--- src/verilog/spi_port_defines.svh ---
// Purpose: Register map, field positions, reset values and timing figures of the serial port
// Assumes: Byte-wide register port with a two-bit address
// Notes:   Definitions only
`ifndef SPI_PORT_DEFINES_SVH
`define SPI_PORT_DEFINES_SVH

// ==========================================================
// Register offsets
`define SPI_ADDR_CONTROL     2'h0
`define SPI_ADDR_PRESCALER   2'h1
`define SPI_ADDR_STATUS      2'h2
`define SPI_ADDR_DATA        2'h3

// ==========================================================
// Control register fields
`define CTRL_INT_ENABLE      7
`define CTRL_INT_SELECT      6
`define CTRL_PORT_OE         5
`define CTRL_MASTER          4
`define CTRL_CLK_POLARITY    3
`define CTRL_CLK_PHASE       2
`define CTRL_RATE_HIGH       1
`define CTRL_RATE_LOW        0
`define CTRL_RESET           8'h00

// ==========================================================
// Prescaler register fields
`define PRESC_HALF_RATE      3
`define PRESC_RESET          4'h0

// ==========================================================
// Status register fields
`define STAT_COMPLETE        7
`define STAT_COLLISION       6
`define STAT_MODE_FAULT      4

// ==========================================================
// Transfer shape and clock
`define BITS_PER_BYTE        8
`define EDGES_PER_BYTE       5'h10
`define CLK_PERIOD_NS        4

`endif

--- src/verilog/spi_port_pkg.sv ---
// Purpose: Types shared by the serial port
// Assumes: Constants live in spi_port_defines.svh
// Notes:   The whole state of the port is one packed struct
package spi_port_pkg;

    typedef enum logic [1:0] {
        MODE_IDLE,
        MODE_MASTER_RUN,
        MODE_SLAVE_RUN
    } mode_e;

    typedef struct packed {
        mode_e       mode;
        logic [7:0]  ctrl;
        logic [3:0]  presc;
        logic        tc;
        logic        write_collision_flag;
        logic        mode_fault_flag;
        logic        tc_armed;
        logic        write_collision_flag_armed;
        logic        mode_fault_flag_armed;
        logic [7:0]  shift;
        logic [7:0]  rx_buf;
        logic        out_q;
        logic        sck_q;
        logic [4:0]  edges;
        logic [9:0]  cnt;
        logic [2:0]  sync_sck;
        logic [2:0]  sync_mosi;
        logic [2:0]  sync_miso;
        logic [2:0]  sync_ss;
        logic        sck_f;
        logic        mosi_f;
        logic        miso_f;
        logic        ss_f;
        logic [7:0]  rdata;
    } state_s;

endpackage

--- src/verilog/spi_master_slave_port.sv ---
// Purpose: Byte-wide full-duplex synchronous serial port, master or slave
// Assumes: One 250 MHz clock; pins pass a three-stage filter before use
// Notes:   Registers reached over a plain strobe port, read data one cycle later
//
// What this block does
// - Each transfer swaps one byte both ways, MSB first, on master's clock.
// - Slave accepts clocks up to a quarter of internal clock; master offers four rate multipliers.
// - Master clock comes from a 3-bit prescaler plus a divide-by-two stage.
// - Baud rate set by half-rate bit, prescaler value and two rate bits.
// - Polarity and phase are software selectable; both ends must match.
// - Master drives clock, drives MOSI, samples MISO.
// - Master needs select high; master and output-enable bits drop otherwise.
// - As master, writing the data register starts a transfer.
// - Written byte loads the shift register, then shifts out MSB first.
// - Transfer end sets the transfer-complete flag.
// - Complete interrupt raised only when interrupt-select and interrupt-enable are set; mode fault needs only enable.
// - At completion received byte copies to a buffer read from data register.
// - Complete flag clears by status access then data register access.
// - Data writes ignored while complete flag set until status is read.
// - Pins drive outputs, and select counts, only when configured as alternate function; SCK, MOSI and MISO inputs are always sampled.
// - One shared shift register; received byte replaces transmitted byte.
// - Polarity sets idle clock level; phase picks first or second capture edge.
// - A byte takes eight clock pulses, shifting out and in together.
// - Data write during transfer is dropped and sets collision flag, no interrupt.
// - Select low in master mode sets mode fault, clears master and enable.
`timescale 1ns/10ps
`include "spi_port_defines.svh"

module spi_master_slave_port #(
    parameter int unsigned RATE_MULT_0 = 4,
    parameter int unsigned RATE_MULT_1 = 8,
    parameter int unsigned RATE_MULT_2 = 16,
    parameter int unsigned RATE_MULT_3 = 32
) (
    input  wire logic       clk,
    input  wire logic       reset_n,
    input  wire logic [1:0] addr,
    input  wire logic [7:0] wdata,
    input  wire logic       wr,
    input  wire logic       rd,
    output      logic [7:0] rdata,
    output      logic       irq,
    input  wire logic       af_sck,
    input  wire logic       af_mosi,
    input  wire logic       af_miso,
    input  wire logic       af_ss,
    input  wire logic       sck_in,
    output      logic       sck_out,
    output      logic       sck_oe,
    input  wire logic       mosi_in,
    output      logic       mosi_out,
    output      logic       mosi_oe,
    input  wire logic       miso_in,
    output      logic       miso_out,
    output      logic       miso_oe,
    input  wire logic       ss_n
);

    spi_port_pkg::state_s s;
    spi_port_pkg::state_s next_s;

    // ==========================================================
    // Helpers

    // Half SCK period in clk cycles; never below one cycle
    function automatic logic [9:0] half_period(input logic [2:0] pre, input logic half,
                                               input logic [1:0] rate);
        logic [9:0] mult;
        logic [9:0] base;
        case (rate)
            2'h0:    mult = 10'(RATE_MULT_0);
            2'h1:    mult = 10'(RATE_MULT_1);
            2'h2:    mult = 10'(RATE_MULT_2);
            default: mult = 10'(RATE_MULT_3);
        endcase
        base = 10'({7'h00, pre} + 10'h001) * mult;
        half_period = half ? 10'(base << 1) : base;
    endfunction

    // One SCK edge: launch puts MSB on the line, capture shifts the input in
    function automatic logic [8:0] edge_step(input logic [7:0] sh, input logic out,
                                             input logic odd, input logic clock_phase_bit,
                                             input logic din);
        if (odd == clock_phase_bit) begin
            edge_step = {sh[7], sh};
        end else begin
            edge_step = {out, sh[6:0], din};
        end
    endfunction

    // Three-stage filter: a change counts once stages two and three agree
    function automatic logic filt(input logic [2:0] sy, input logic f);
        filt = (sy[1] == sy[2]) ? sy[2] : f;
    endfunction

    // ==========================================================
    // Next-state logic
    logic       ie;
    logic       isel;
    logic       poe;
    logic       master_select_bit;
    logic       clock_polarity_bit;
    logic       clock_phase_bit;
    logic       ss_low;
    logic       sck_edge;
    logic       dr_wr;
    logic       dr_acc;
    logic       st_acc;
    logic       busy;
    logic       done;
    logic [8:0] step;

    assign ie     = s.ctrl[`CTRL_INT_ENABLE];
    assign isel   = s.ctrl[`CTRL_INT_SELECT];
    assign poe    = s.ctrl[`CTRL_PORT_OE];
    assign master_select_bit   = s.ctrl[`CTRL_MASTER];
    assign clock_polarity_bit   = s.ctrl[`CTRL_CLK_POLARITY];
    assign clock_phase_bit   = s.ctrl[`CTRL_CLK_PHASE];
    assign ss_low = af_ss && !s.ss_f;
    assign dr_wr  = wr && addr == `SPI_ADDR_DATA;
    assign dr_acc = (wr || rd) && addr == `SPI_ADDR_DATA;
    assign st_acc = (wr || rd) && addr == `SPI_ADDR_STATUS;
    assign busy   = s.mode != spi_port_pkg::MODE_IDLE;
    assign sck_edge = s.sync_sck[1] == s.sync_sck[2] && s.sync_sck[2] != s.sck_f;

    always_comb begin
        next_s = s;
        done   = 1'b0;
        step   = 9'h000;
        next_s.sync_sck  = {s.sync_sck[1:0], sck_in};
        next_s.sync_mosi = {s.sync_mosi[1:0], mosi_in};
        next_s.sync_miso = {s.sync_miso[1:0], miso_in};
        next_s.sync_ss   = {s.sync_ss[1:0], ss_n};
        next_s.sck_f  = filt(s.sync_sck, s.sck_f);
        next_s.mosi_f = filt(s.sync_mosi, s.mosi_f);
        next_s.miso_f = filt(s.sync_miso, s.miso_f);
        next_s.ss_f   = filt(s.sync_ss, s.ss_f);

        // Clear sequences first so a hardware set in the same cycle wins
        if (st_acc && s.tc) next_s.tc_armed = 1'b1;
        if (st_acc && s.write_collision_flag) next_s.write_collision_flag_armed = 1'b1;
        if (st_acc && s.mode_fault_flag) next_s.mode_fault_flag_armed = 1'b1;
        if (dr_acc && s.tc_armed) begin
            next_s.tc       = 1'b0;
            next_s.tc_armed = 1'b0;
        end
        if (dr_acc && s.write_collision_flag_armed) begin
            next_s.write_collision_flag       = 1'b0;
            next_s.write_collision_flag_armed = 1'b0;
        end

        // Register writes; master and enable bits cannot be set under a fault
        if (wr && addr == `SPI_ADDR_CONTROL) begin
            next_s.ctrl = wdata;
            if (s.mode_fault_flag && !s.mode_fault_flag_armed) begin
                next_s.ctrl[`CTRL_MASTER]  = 1'b0;
                next_s.ctrl[`CTRL_PORT_OE] = 1'b0;
            end
            if (s.mode_fault_flag_armed) begin
                next_s.mode_fault_flag       = 1'b0;
                next_s.mode_fault_flag_armed = 1'b0;
            end
        end
        if (wr && addr == `SPI_ADDR_PRESCALER) next_s.presc = wdata[3:0];

        // Idle line follows the next MSB so phase-0 data is valid before edge one
        if (s.edges == 5'h00) next_s.out_q = s.shift[7];

        case (s.mode)
            spi_port_pkg::MODE_IDLE: begin
                next_s.sck_q = next_s.ctrl[`CTRL_CLK_POLARITY];
                next_s.cnt   = half_period(s.presc[2:0], s.presc[`PRESC_HALF_RATE],
                                           s.ctrl[1:0]);
                if (!master_select_bit && poe && ss_low) next_s.mode = spi_port_pkg::MODE_SLAVE_RUN;
            end
            spi_port_pkg::MODE_MASTER_RUN: begin
                if (s.cnt > 10'h001) begin
                    next_s.cnt = s.cnt - 10'h001;
                end else begin
                    next_s.cnt   = half_period(s.presc[2:0], s.presc[`PRESC_HALF_RATE],
                                               s.ctrl[1:0]);
                    next_s.sck_q = !s.sck_q;
                    next_s.edges = s.edges + 5'h01;
                    step = edge_step(s.shift, s.out_q, !s.edges[0], clock_phase_bit, s.miso_f);
                    next_s.out_q = step[8];
                    next_s.shift = step[7:0];
                    if (next_s.edges == `EDGES_PER_BYTE) begin
                        done         = 1'b1;
                        next_s.edges = 5'h00;
                        next_s.mode  = spi_port_pkg::MODE_IDLE;
                    end
                end
            end
            spi_port_pkg::MODE_SLAVE_RUN: begin
                next_s.sck_q = next_s.ctrl[`CTRL_CLK_POLARITY];
                if (!ss_low || master_select_bit || !poe) begin
                    next_s.edges = 5'h00;
                    next_s.mode  = spi_port_pkg::MODE_IDLE;
                end else if (sck_edge) begin
                    next_s.edges = s.edges + 5'h01;
                    step = edge_step(s.shift, s.out_q, !s.edges[0], clock_phase_bit, s.mosi_f);
                    next_s.out_q = step[8];
                    next_s.shift = step[7:0];
                    if (next_s.edges == `EDGES_PER_BYTE) begin
                        done         = 1'b1;
                        next_s.edges = 5'h00;
                    end
                end
            end
            default: begin
                next_s.mode = spi_port_pkg::MODE_IDLE;
            end
        endcase

        if (done) begin
            next_s.tc       = 1'b1;
            next_s.tc_armed = 1'b0;
            next_s.rx_buf   = next_s.shift;
            next_s.sck_q    = next_s.ctrl[`CTRL_CLK_POLARITY];
        end

        // Data register write: collision, inhibit, or load
        if (dr_wr) begin
            if (busy) begin
                next_s.write_collision_flag = 1'b1;
            end else if (!(s.tc && !s.tc_armed)) begin
                next_s.shift = wdata;
                if (master_select_bit && poe) begin
                    next_s.mode = spi_port_pkg::MODE_MASTER_RUN;
                    next_s.cnt  = half_period(s.presc[2:0], s.presc[`PRESC_HALF_RATE],
                                              s.ctrl[1:0]);
                end
            end
        end

        // Select pulled low under a master aborts and drops to slave
        if (master_select_bit && ss_low) begin
            next_s.mode_fault_flag                 = 1'b1;
            next_s.mode_fault_flag_armed           = 1'b0;
            next_s.ctrl[`CTRL_MASTER]   = 1'b0;
            next_s.ctrl[`CTRL_PORT_OE]  = 1'b0;
            next_s.mode                 = spi_port_pkg::MODE_IDLE;
            next_s.edges                = 5'h00;
            next_s.sck_q                = clock_polarity_bit;
        end

        case (addr)
            `SPI_ADDR_CONTROL:   next_s.rdata = s.ctrl;
            `SPI_ADDR_PRESCALER: next_s.rdata = {4'h0, s.presc};
            `SPI_ADDR_STATUS:    next_s.rdata = {s.tc, s.write_collision_flag, 1'b0, s.mode_fault_flag, 4'h0};
            default:             next_s.rdata = s.rx_buf;
        endcase
        if (!rd) next_s.rdata = 8'h00;
    end

    // ==========================================================
    // State register
    always_ff @(posedge clk) begin
        if (!reset_n) begin
            s           <= '0;
            s.sync_ss   <= 3'h7;
            s.ss_f      <= 1'b1;
        end else begin
            s <= next_s;
        end
    end

    // ==========================================================
    // Outputs; pins drive only when set as alternate function
    assign rdata    = s.rdata;
    assign irq      = ie && ((s.tc && isel) || s.mode_fault_flag);
    assign sck_out  = s.sck_q;
    assign mosi_out = s.out_q;
    assign miso_out = s.out_q;
    assign sck_oe   = af_sck && poe && master_select_bit;
    assign mosi_oe  = af_mosi && poe && master_select_bit;
    assign miso_oe  = af_miso && poe && !master_select_bit && ss_low;
endmodule

--- config.mk ---
export PLATFORM = sky130hd
export DESIGN_NAME = spi_master_slave_port
export DESIGN_NICKNAME = d
export VERILOG_FILES = /design/src/verilog/spi_port_pkg.sv /design/src/verilog/spi_master_slave_port.sv
export VERILOG_INCLUDE_DIRS = /design/src /design/src/verilog
export SDC_FILE = /design/constraint.sdc
export NUM_CORES = 1
export LEC_CHECK = 0
export BUFFER_PORTS_ARGS = -buffer_cell sky130_fd_sc_hd__buf_4
export CAP_MARGIN = 5
export CORE_MARGIN = 1.5
export CORE_UTILIZATION = 56
export CTS_BUF_LIST = sky130_fd_sc_hd__clkbuf_8
export DETAILED_ROUTE_END_ITERATION = 8
export PLACE_DENSITY = 0.8
export SLEW_MARGIN = 20
export SYNTH_ARGS = -nofsm -noshare
export SYNTH_HDL_FRONTEND = slang
export SYNTH_SLANG_ARGS = --single-unit
export TNS_END_PERCENT = 20
--- constraint.sdc ---
create_clock -name clk -period 3.3 [get_ports clk]
set_input_delay 0.165 -clock clk [delete_from_list [all_inputs] [get_ports clk]]
set_output_delay 0.165 -clock clk [all_outputs]
set_load 0.005 [all_outputs]
-- Word-level counts from Yosys, hierarchy flattened
Index checks and enable logic that the tools add are counted.
- register bits after elaboration: 77
- word-level logic and storage cells: 177
- output and inout bits: 15
- input bits: 22
- multiplexer cells: 66
- magnitude comparators: 1
- bitwise operators: 1
- reductions and logical operators: 58
- add/subtract/negate cells: 3
- equal/unequal tests: 19
- multipliers: 3
- operators by type and width (operator ; number):
    2-to-1 mux 10 bit ; 15
    2-to-1 mux 8 bit ; 6
    logical AND 1 bit ; 27
    one-hot mux 8 bit (3 select lines) ; 1
    multiplier 10 x 10 -> 10 bit ; 2
    one-hot mux 10 bit (2 select lines) ; 1
    2-to-1 mux 1 bit ; 19
    2-to-1 mux 2 bit ; 9
    2-to-1 mux 9 bit ; 2
    one-hot mux 6 bit (3 select lines) ; 1
    one-hot mux 8 bit (2 select lines) ; 1
    2-to-1 mux 5 bit ; 3
    greater-than comparator 10 x 1 -> 1 bit, second input constant ; 1
    multiplier 4 x 10 -> 10 bit ; 1
    one-hot mux 5 bit (2 select lines) ; 1
    nonzero test 2 bit ; 5
    subtractor 10 x 1 -> 10 bit, second input constant ; 1
    == test 2 bit, second input constant ; 4
    logical NOT 1 bit ; 8
    != test 4 bit, second input constant ; 2
    AND reduction 2 bit ; 4
    2-to-1 mux 7 bit ; 1
    == test 2 x 1 -> 1 bit, second input constant ; 3
    logical NOT 2 bit ; 3
    other kinds (18) ; 30

-- Depth between registers and ports, before layout
- word-level depth: 12
- mapped depth: 13
- gate-level depth less buffers: 13

-- Worst setup path before layout
Ideal clock, no wire load.
- kind: reg2reg
- start point: register s[63] (netlist name)
- end point: register s[33] (netlist name)
- clock period less this slack: 3.317 ns
- required time: 3.161 ns
- buffers on the path: 0
- data arrival time: 3.178 ns
- stages on the path, launching flop included: 14
- slack: -0.017 ns
- path through: dfxtp_1 -> ha_1 -> xnor2_1 -> or2_2 -> fa_1 -> inv_1 -> fa_1 -> inv_1 -> fa_1 -> nor2b_1 -> o21a_1 -> o21ai_0 -> a31oi_1 -> o22ai_1
- cells in the longest elaborated chain, start to end: 9
- elaborated cells between the ends (all ways): 13
- those cells by class: add/sub (1); mul (3); mux (9)
- RTL lines (element ; line ; text):
    from (decl) ; spi_master_slave_port.sv:59 ; spi_port_pkg::state_s s;
    from (signal assigned) ; spi_master_slave_port.sv:264 ; s <= next_s;
    adder 3 x 1 -> 4 bit * ; spi_master_slave_port.sv:76 ; base = 10'({7'h00, pre} + 10'h001) * mult;
    multiplier 10 x 10 -> 10 bit ; spi_master_slave_port.sv:76 ;
    2-to-1 mux 10 bit ; spi_master_slave_port.sv:77 ; half_period = half ? 10'(base << 1) : base;
    2-to-1 mux 10 bit ; spi_master_slave_port.sv:177 ; if (s.cnt > 10'h001) begin
    one-hot mux 10 bit (2 select lines) ; spi_master_slave_port.sv:169 ; case (s.mode)
    2-to-1 mux 10 bit ; spi_master_slave_port.sv:228 ; if (master_select_bit && poe) begin
    2-to-1 mux 10 bit ; spi_master_slave_port.sv:226 ; end else if (!(s.tc && !s.tc_armed)) begin
    2-to-1 mux 10 bit ; spi_master_slave_port.sv:224 ; if (busy) begin
    2-to-1 mux 10 bit * ; spi_master_slave_port.sv:223 ; if (dr_wr) begin
Every way passes the cells marked *; elsewhere a longest branch is shown, timed or not.
A chain may end at the register's enable or synchronous reset.

-- Final worst setup path
Ends and elaborated chain as after synthesis.

==> summary.md <==
| Metric | Value |
|---|---|
| CP Capture Type | register |
| Multi-input logic area | about 0.0026 mm2 |
| Ys Warns | 0 |
| Starting DRT DRC Count | 449 |
| Share of the yosys chip area belonging to registers | ~36% |
| Leading cell type in the layout, fill and taps excluded | dfxtp_1 |
| Pre-CTS setup slack | -0.1044 ns |
| Most used DFF post-synth | dfxtp_1 |
| CP max stage delay | between 0.6 and 0.7 ns |
| Fin. Hold Viols | 0 |
| Leak Pwr | just under 2 nW |
| Placer Congestion | 0.8768 |
| Layout fillers | slightly below 600 |
| Max Root-Sink Buffers | 2 |
| Clk_lat worst skew | roughly 0.37 ns |
| Area of the core | 0.007292 mm2 |
| Yosys reg bits | 77 |
| # Max-Cap Violations | 0 |
| Chip Height | ~90 um |
| FF/Latch Area | 0.001548 mm2 |
| Clk_skew | 0.01494 ns |
| Largest net degree at the start of global routing | 56 |
| Peak supply drop | between 0.4 and 0.5 mV |
| Antenna violations before repair | 0 |
| Post-Route WL | 10.84 mm |
| Clk sinks | 77 |
| Post-layout minimum cycle time | approximately 3.3 ns |
| CP cell instances | buf_6 > nand3_4 > or3_4 > fa_1 > inv_2 > fa_2 > inv_2 > fa_2 > nor2b_1 > o21a_1 > o21ai_4 > a31oi_4 > o22ai_1 |
| Chip width | between 90 and 100 um |
| Status | complete, but fails checks |
| Layout cells sized above 1 | about 19% |
| Clock root buffer | clkbuf_8 |
| Hold Crit Depth | 2 |
| Critical path launch point type | register |
| Gr usage total | between 20% and 30% |
| Final WS setup | -0.02514 ns |
| Pwr Total | 1.969 mW |
| Final global-route overflow total | 0 |
| Final setup fails | 2 |
| Register-to-register setup slack | -0.03 ns |
| Distinct cells, synth | 66 |
| Crit path DAT | ~3.5 ns |
| Most frequent cells in the layout | dfxtp_1 (74), nand2_1 (57), buf_4 (49) |
| PwrDens | between 300 and 400 mW/mm2 |
| Worst Path Class, Setup | reg -> reg |
| Failing checks | negative setup slack |
| Max Fanout on Critical Path | 3 |
| R2R depth | 13 |
| CTS HTree Levels | 3 |
| Worst Tran Pin Value | around 0.8 ns |
| DP HPWL | roughly 7.2 mm |
| Post-layout util | between 60 and 70% |
| Max-slew violations | 0 |
| Hold Path Sink | next_s[19] |
| TritonCTS clock tree | done |
| Pre-Repair DR Iteration Count | 6 |
| RSZ-0062 raised after global routing | yes |
| Synth-to-layout area growth | 17.63% |
| Die ar. | roughly 0.0081 mm2 |
| First-pass GRT wire length | approximately 18 mm |
| R2R Path End | s[33] |
| DRC | 0 |
| Avg Cell Area, Syn | about 8.2 um2 |
| Critical R2R Launch | s[63] |
| Std cell rows | 31 |
| Via density | ~6.1 |
| Tcrit/Tclk final | 100.8% |
| Clock transition at the registers of the reported paths | roughly 0.09 ns |
| DR WL/cell | ~17 um |
| Synthesized area | ~0.0043 mm2 |
| Number of I/O pins | 37 |
| Async S/R FF share, synth | 0% |
| Initial Util | around three fifths |
| Syn nets | between 500 and 600 |
| Slew Limit Headroom | between 40% and 50% |
| # nets final | roughly 600 |
| I/O Buffers | 36 |
| F_max | ~300 MHz |
| Worst path slowest cell | fa_2 |
| Via Count | around 4000 |
| Critical Path RT | 3.52 ns |
| Gate Count Post-Synth | between 500 and 600 |
| TritonCTS buffer count | 9 |
| Vias in the first global route | around 3700 |
| Diode count | 0 |
| Antenna-violating nets left | 0 |
| Hold crit path type | in -> reg |
| Fin Setup TNS | -0.03432 ns |
| Number of synthesized flops with an enable pin | 0 |
| Hold Startpoint | mosi_in |
-- cell type report --
class	instances	share of cell area (%)
Timing Repair Buffer	51	7.756
Multi-Input combinational cell	388	52.69
Sequential cell	77	30.85
Clock buffer	9	2.469
Inverter	22	1.646
Tap cell	99	2.469
Clock inverter	7	2.120
-- stage by stage --
| stage | instances | hold WS (ns) | area, um2 |
|---|---|---|---|
| finish | 653 | 0.002631 | 5017 |
| global route | 653 | 0.008851 | 5017 |
| CTS | 653 | 0.002007 | 4920 |
| detailed placement | 633 | 0.3535 | 4604 |
| global placement | 633 | 0.3520 | 4604 |
| floorplan | 518 | 0.2665 | 4273 |
-- sequential cells by signal (all words and copies together) (netlist names) --
| signal | cells |
|---|---|
| clock_phase_bit | 1 |
| clock_polarity_bit | 1 |
| ie | 1 |
| isel | 1 |
| master_select_bit | 1 |
| miso_out | 1 |
| next_s | 8 |
| poe | 1 |
| rdata | 8 |
| s | 53 |
| sck_out | 1 |
-- cells by family after synthesis --
family / after synthesis / share of synthesized area (%)
AOI/OAI and AO/OA: 153 / 23.23
xor gates and xnor gates: 3 / 0.6161
and+or+nand+nor: 194 / 23.38
muxes: 13 / 3.139
DFF: 77 / 36.14
buffers and inverters: 53 / 5.456
adders and majority gates: 25 / 8.038
-- per-layer routing --
metal / global-route usage, % / part of all wire [%] / vias to the layer above
met1: 35.91 / 44 / 1893
met4: 11.64 / 2.9 / 0
met2: 42.42 / 47 / 154
met5: 0 / 0 / -
li1: - / - / 1924
met3: 5.640 / 5.8 / 39
-- cells in the mapped netlist, types with 4 or more instances --
cell type	n	area (um2)
and2_1	17	106.4
a22oi_1	4	30.03
a21boi_0	10	75.07
clkbuf_1	21	78.83
o22ai_1	4	25.02
nor4_1	4	25.02
and3_1	5	31.28
dfxtp_1	77	1541
nor2_1	44	165.2
nand4_1	6	37.54
mux2i_1	10	100.1
nand2b_1	8	50.05
nor3b_1	4	30.03
nand2_1	57	214.0
fa_1	4	80.08
ha_1	21	262.8
buf_4	9	67.56
inv_1	22	82.58
a211oi_1	6	45.04
o21a_1	4	30.03
a31oi_1	19	118.9
nor3_1	8	40.04
a21oi_1	37	185.2
o21ai_0	37	185.2
nand3_1	8	40.04
nor2b_1	9	56.30
-- worst max-delay path, delay by kind of cell, from the launching register on --
family | cells | cell delay, ns
buffers and inverters | 3 | 0.21
adder cells (fa/ha/maj) | 3 | 1.49
AND/OR/NAND/NOR | 3 | 0.53
flip-flops | 1 | 0.37
AO/OA/AOI/OAI | 4 | 0.56
-- worst max path at each step --
stage / endpoint / slack (ns) / cells past startpoint / start
global route: s[33] / -0.13 / 13 / s[63]
detailed placement: s[33] / -0.10 / 12 / s[63]
floorplan: s[33] / 0.006 / 12 / s[63]
finish: s[33] / -0.03 / 13 / s[63]
CTS: s[33] / -0.01 / 13 / s[64]
global placement: s[33] / 0.01 / 12 / s[63]
-- repair_timing --
action	in CTS	in global routing
buffers inserted	3	0
hold buffers	1	0
hold endpoints to repair	1	0
resized for setup	15	17
endpoints found under the setup margin	3	4
pin swaps	10	9
-- power by group --
group / switching, mW / internal [mW] / leakage, nW
combinational: 0.0937 / 0.0704 / 1.18
clock: 0.393 / 0.439 / 0.116
sequential: 0.0232 / 0.950 / 0.627
total: 0.510 / 1.46 / 1.92
No activity file was read; power rests on OpenSTA's default activity.
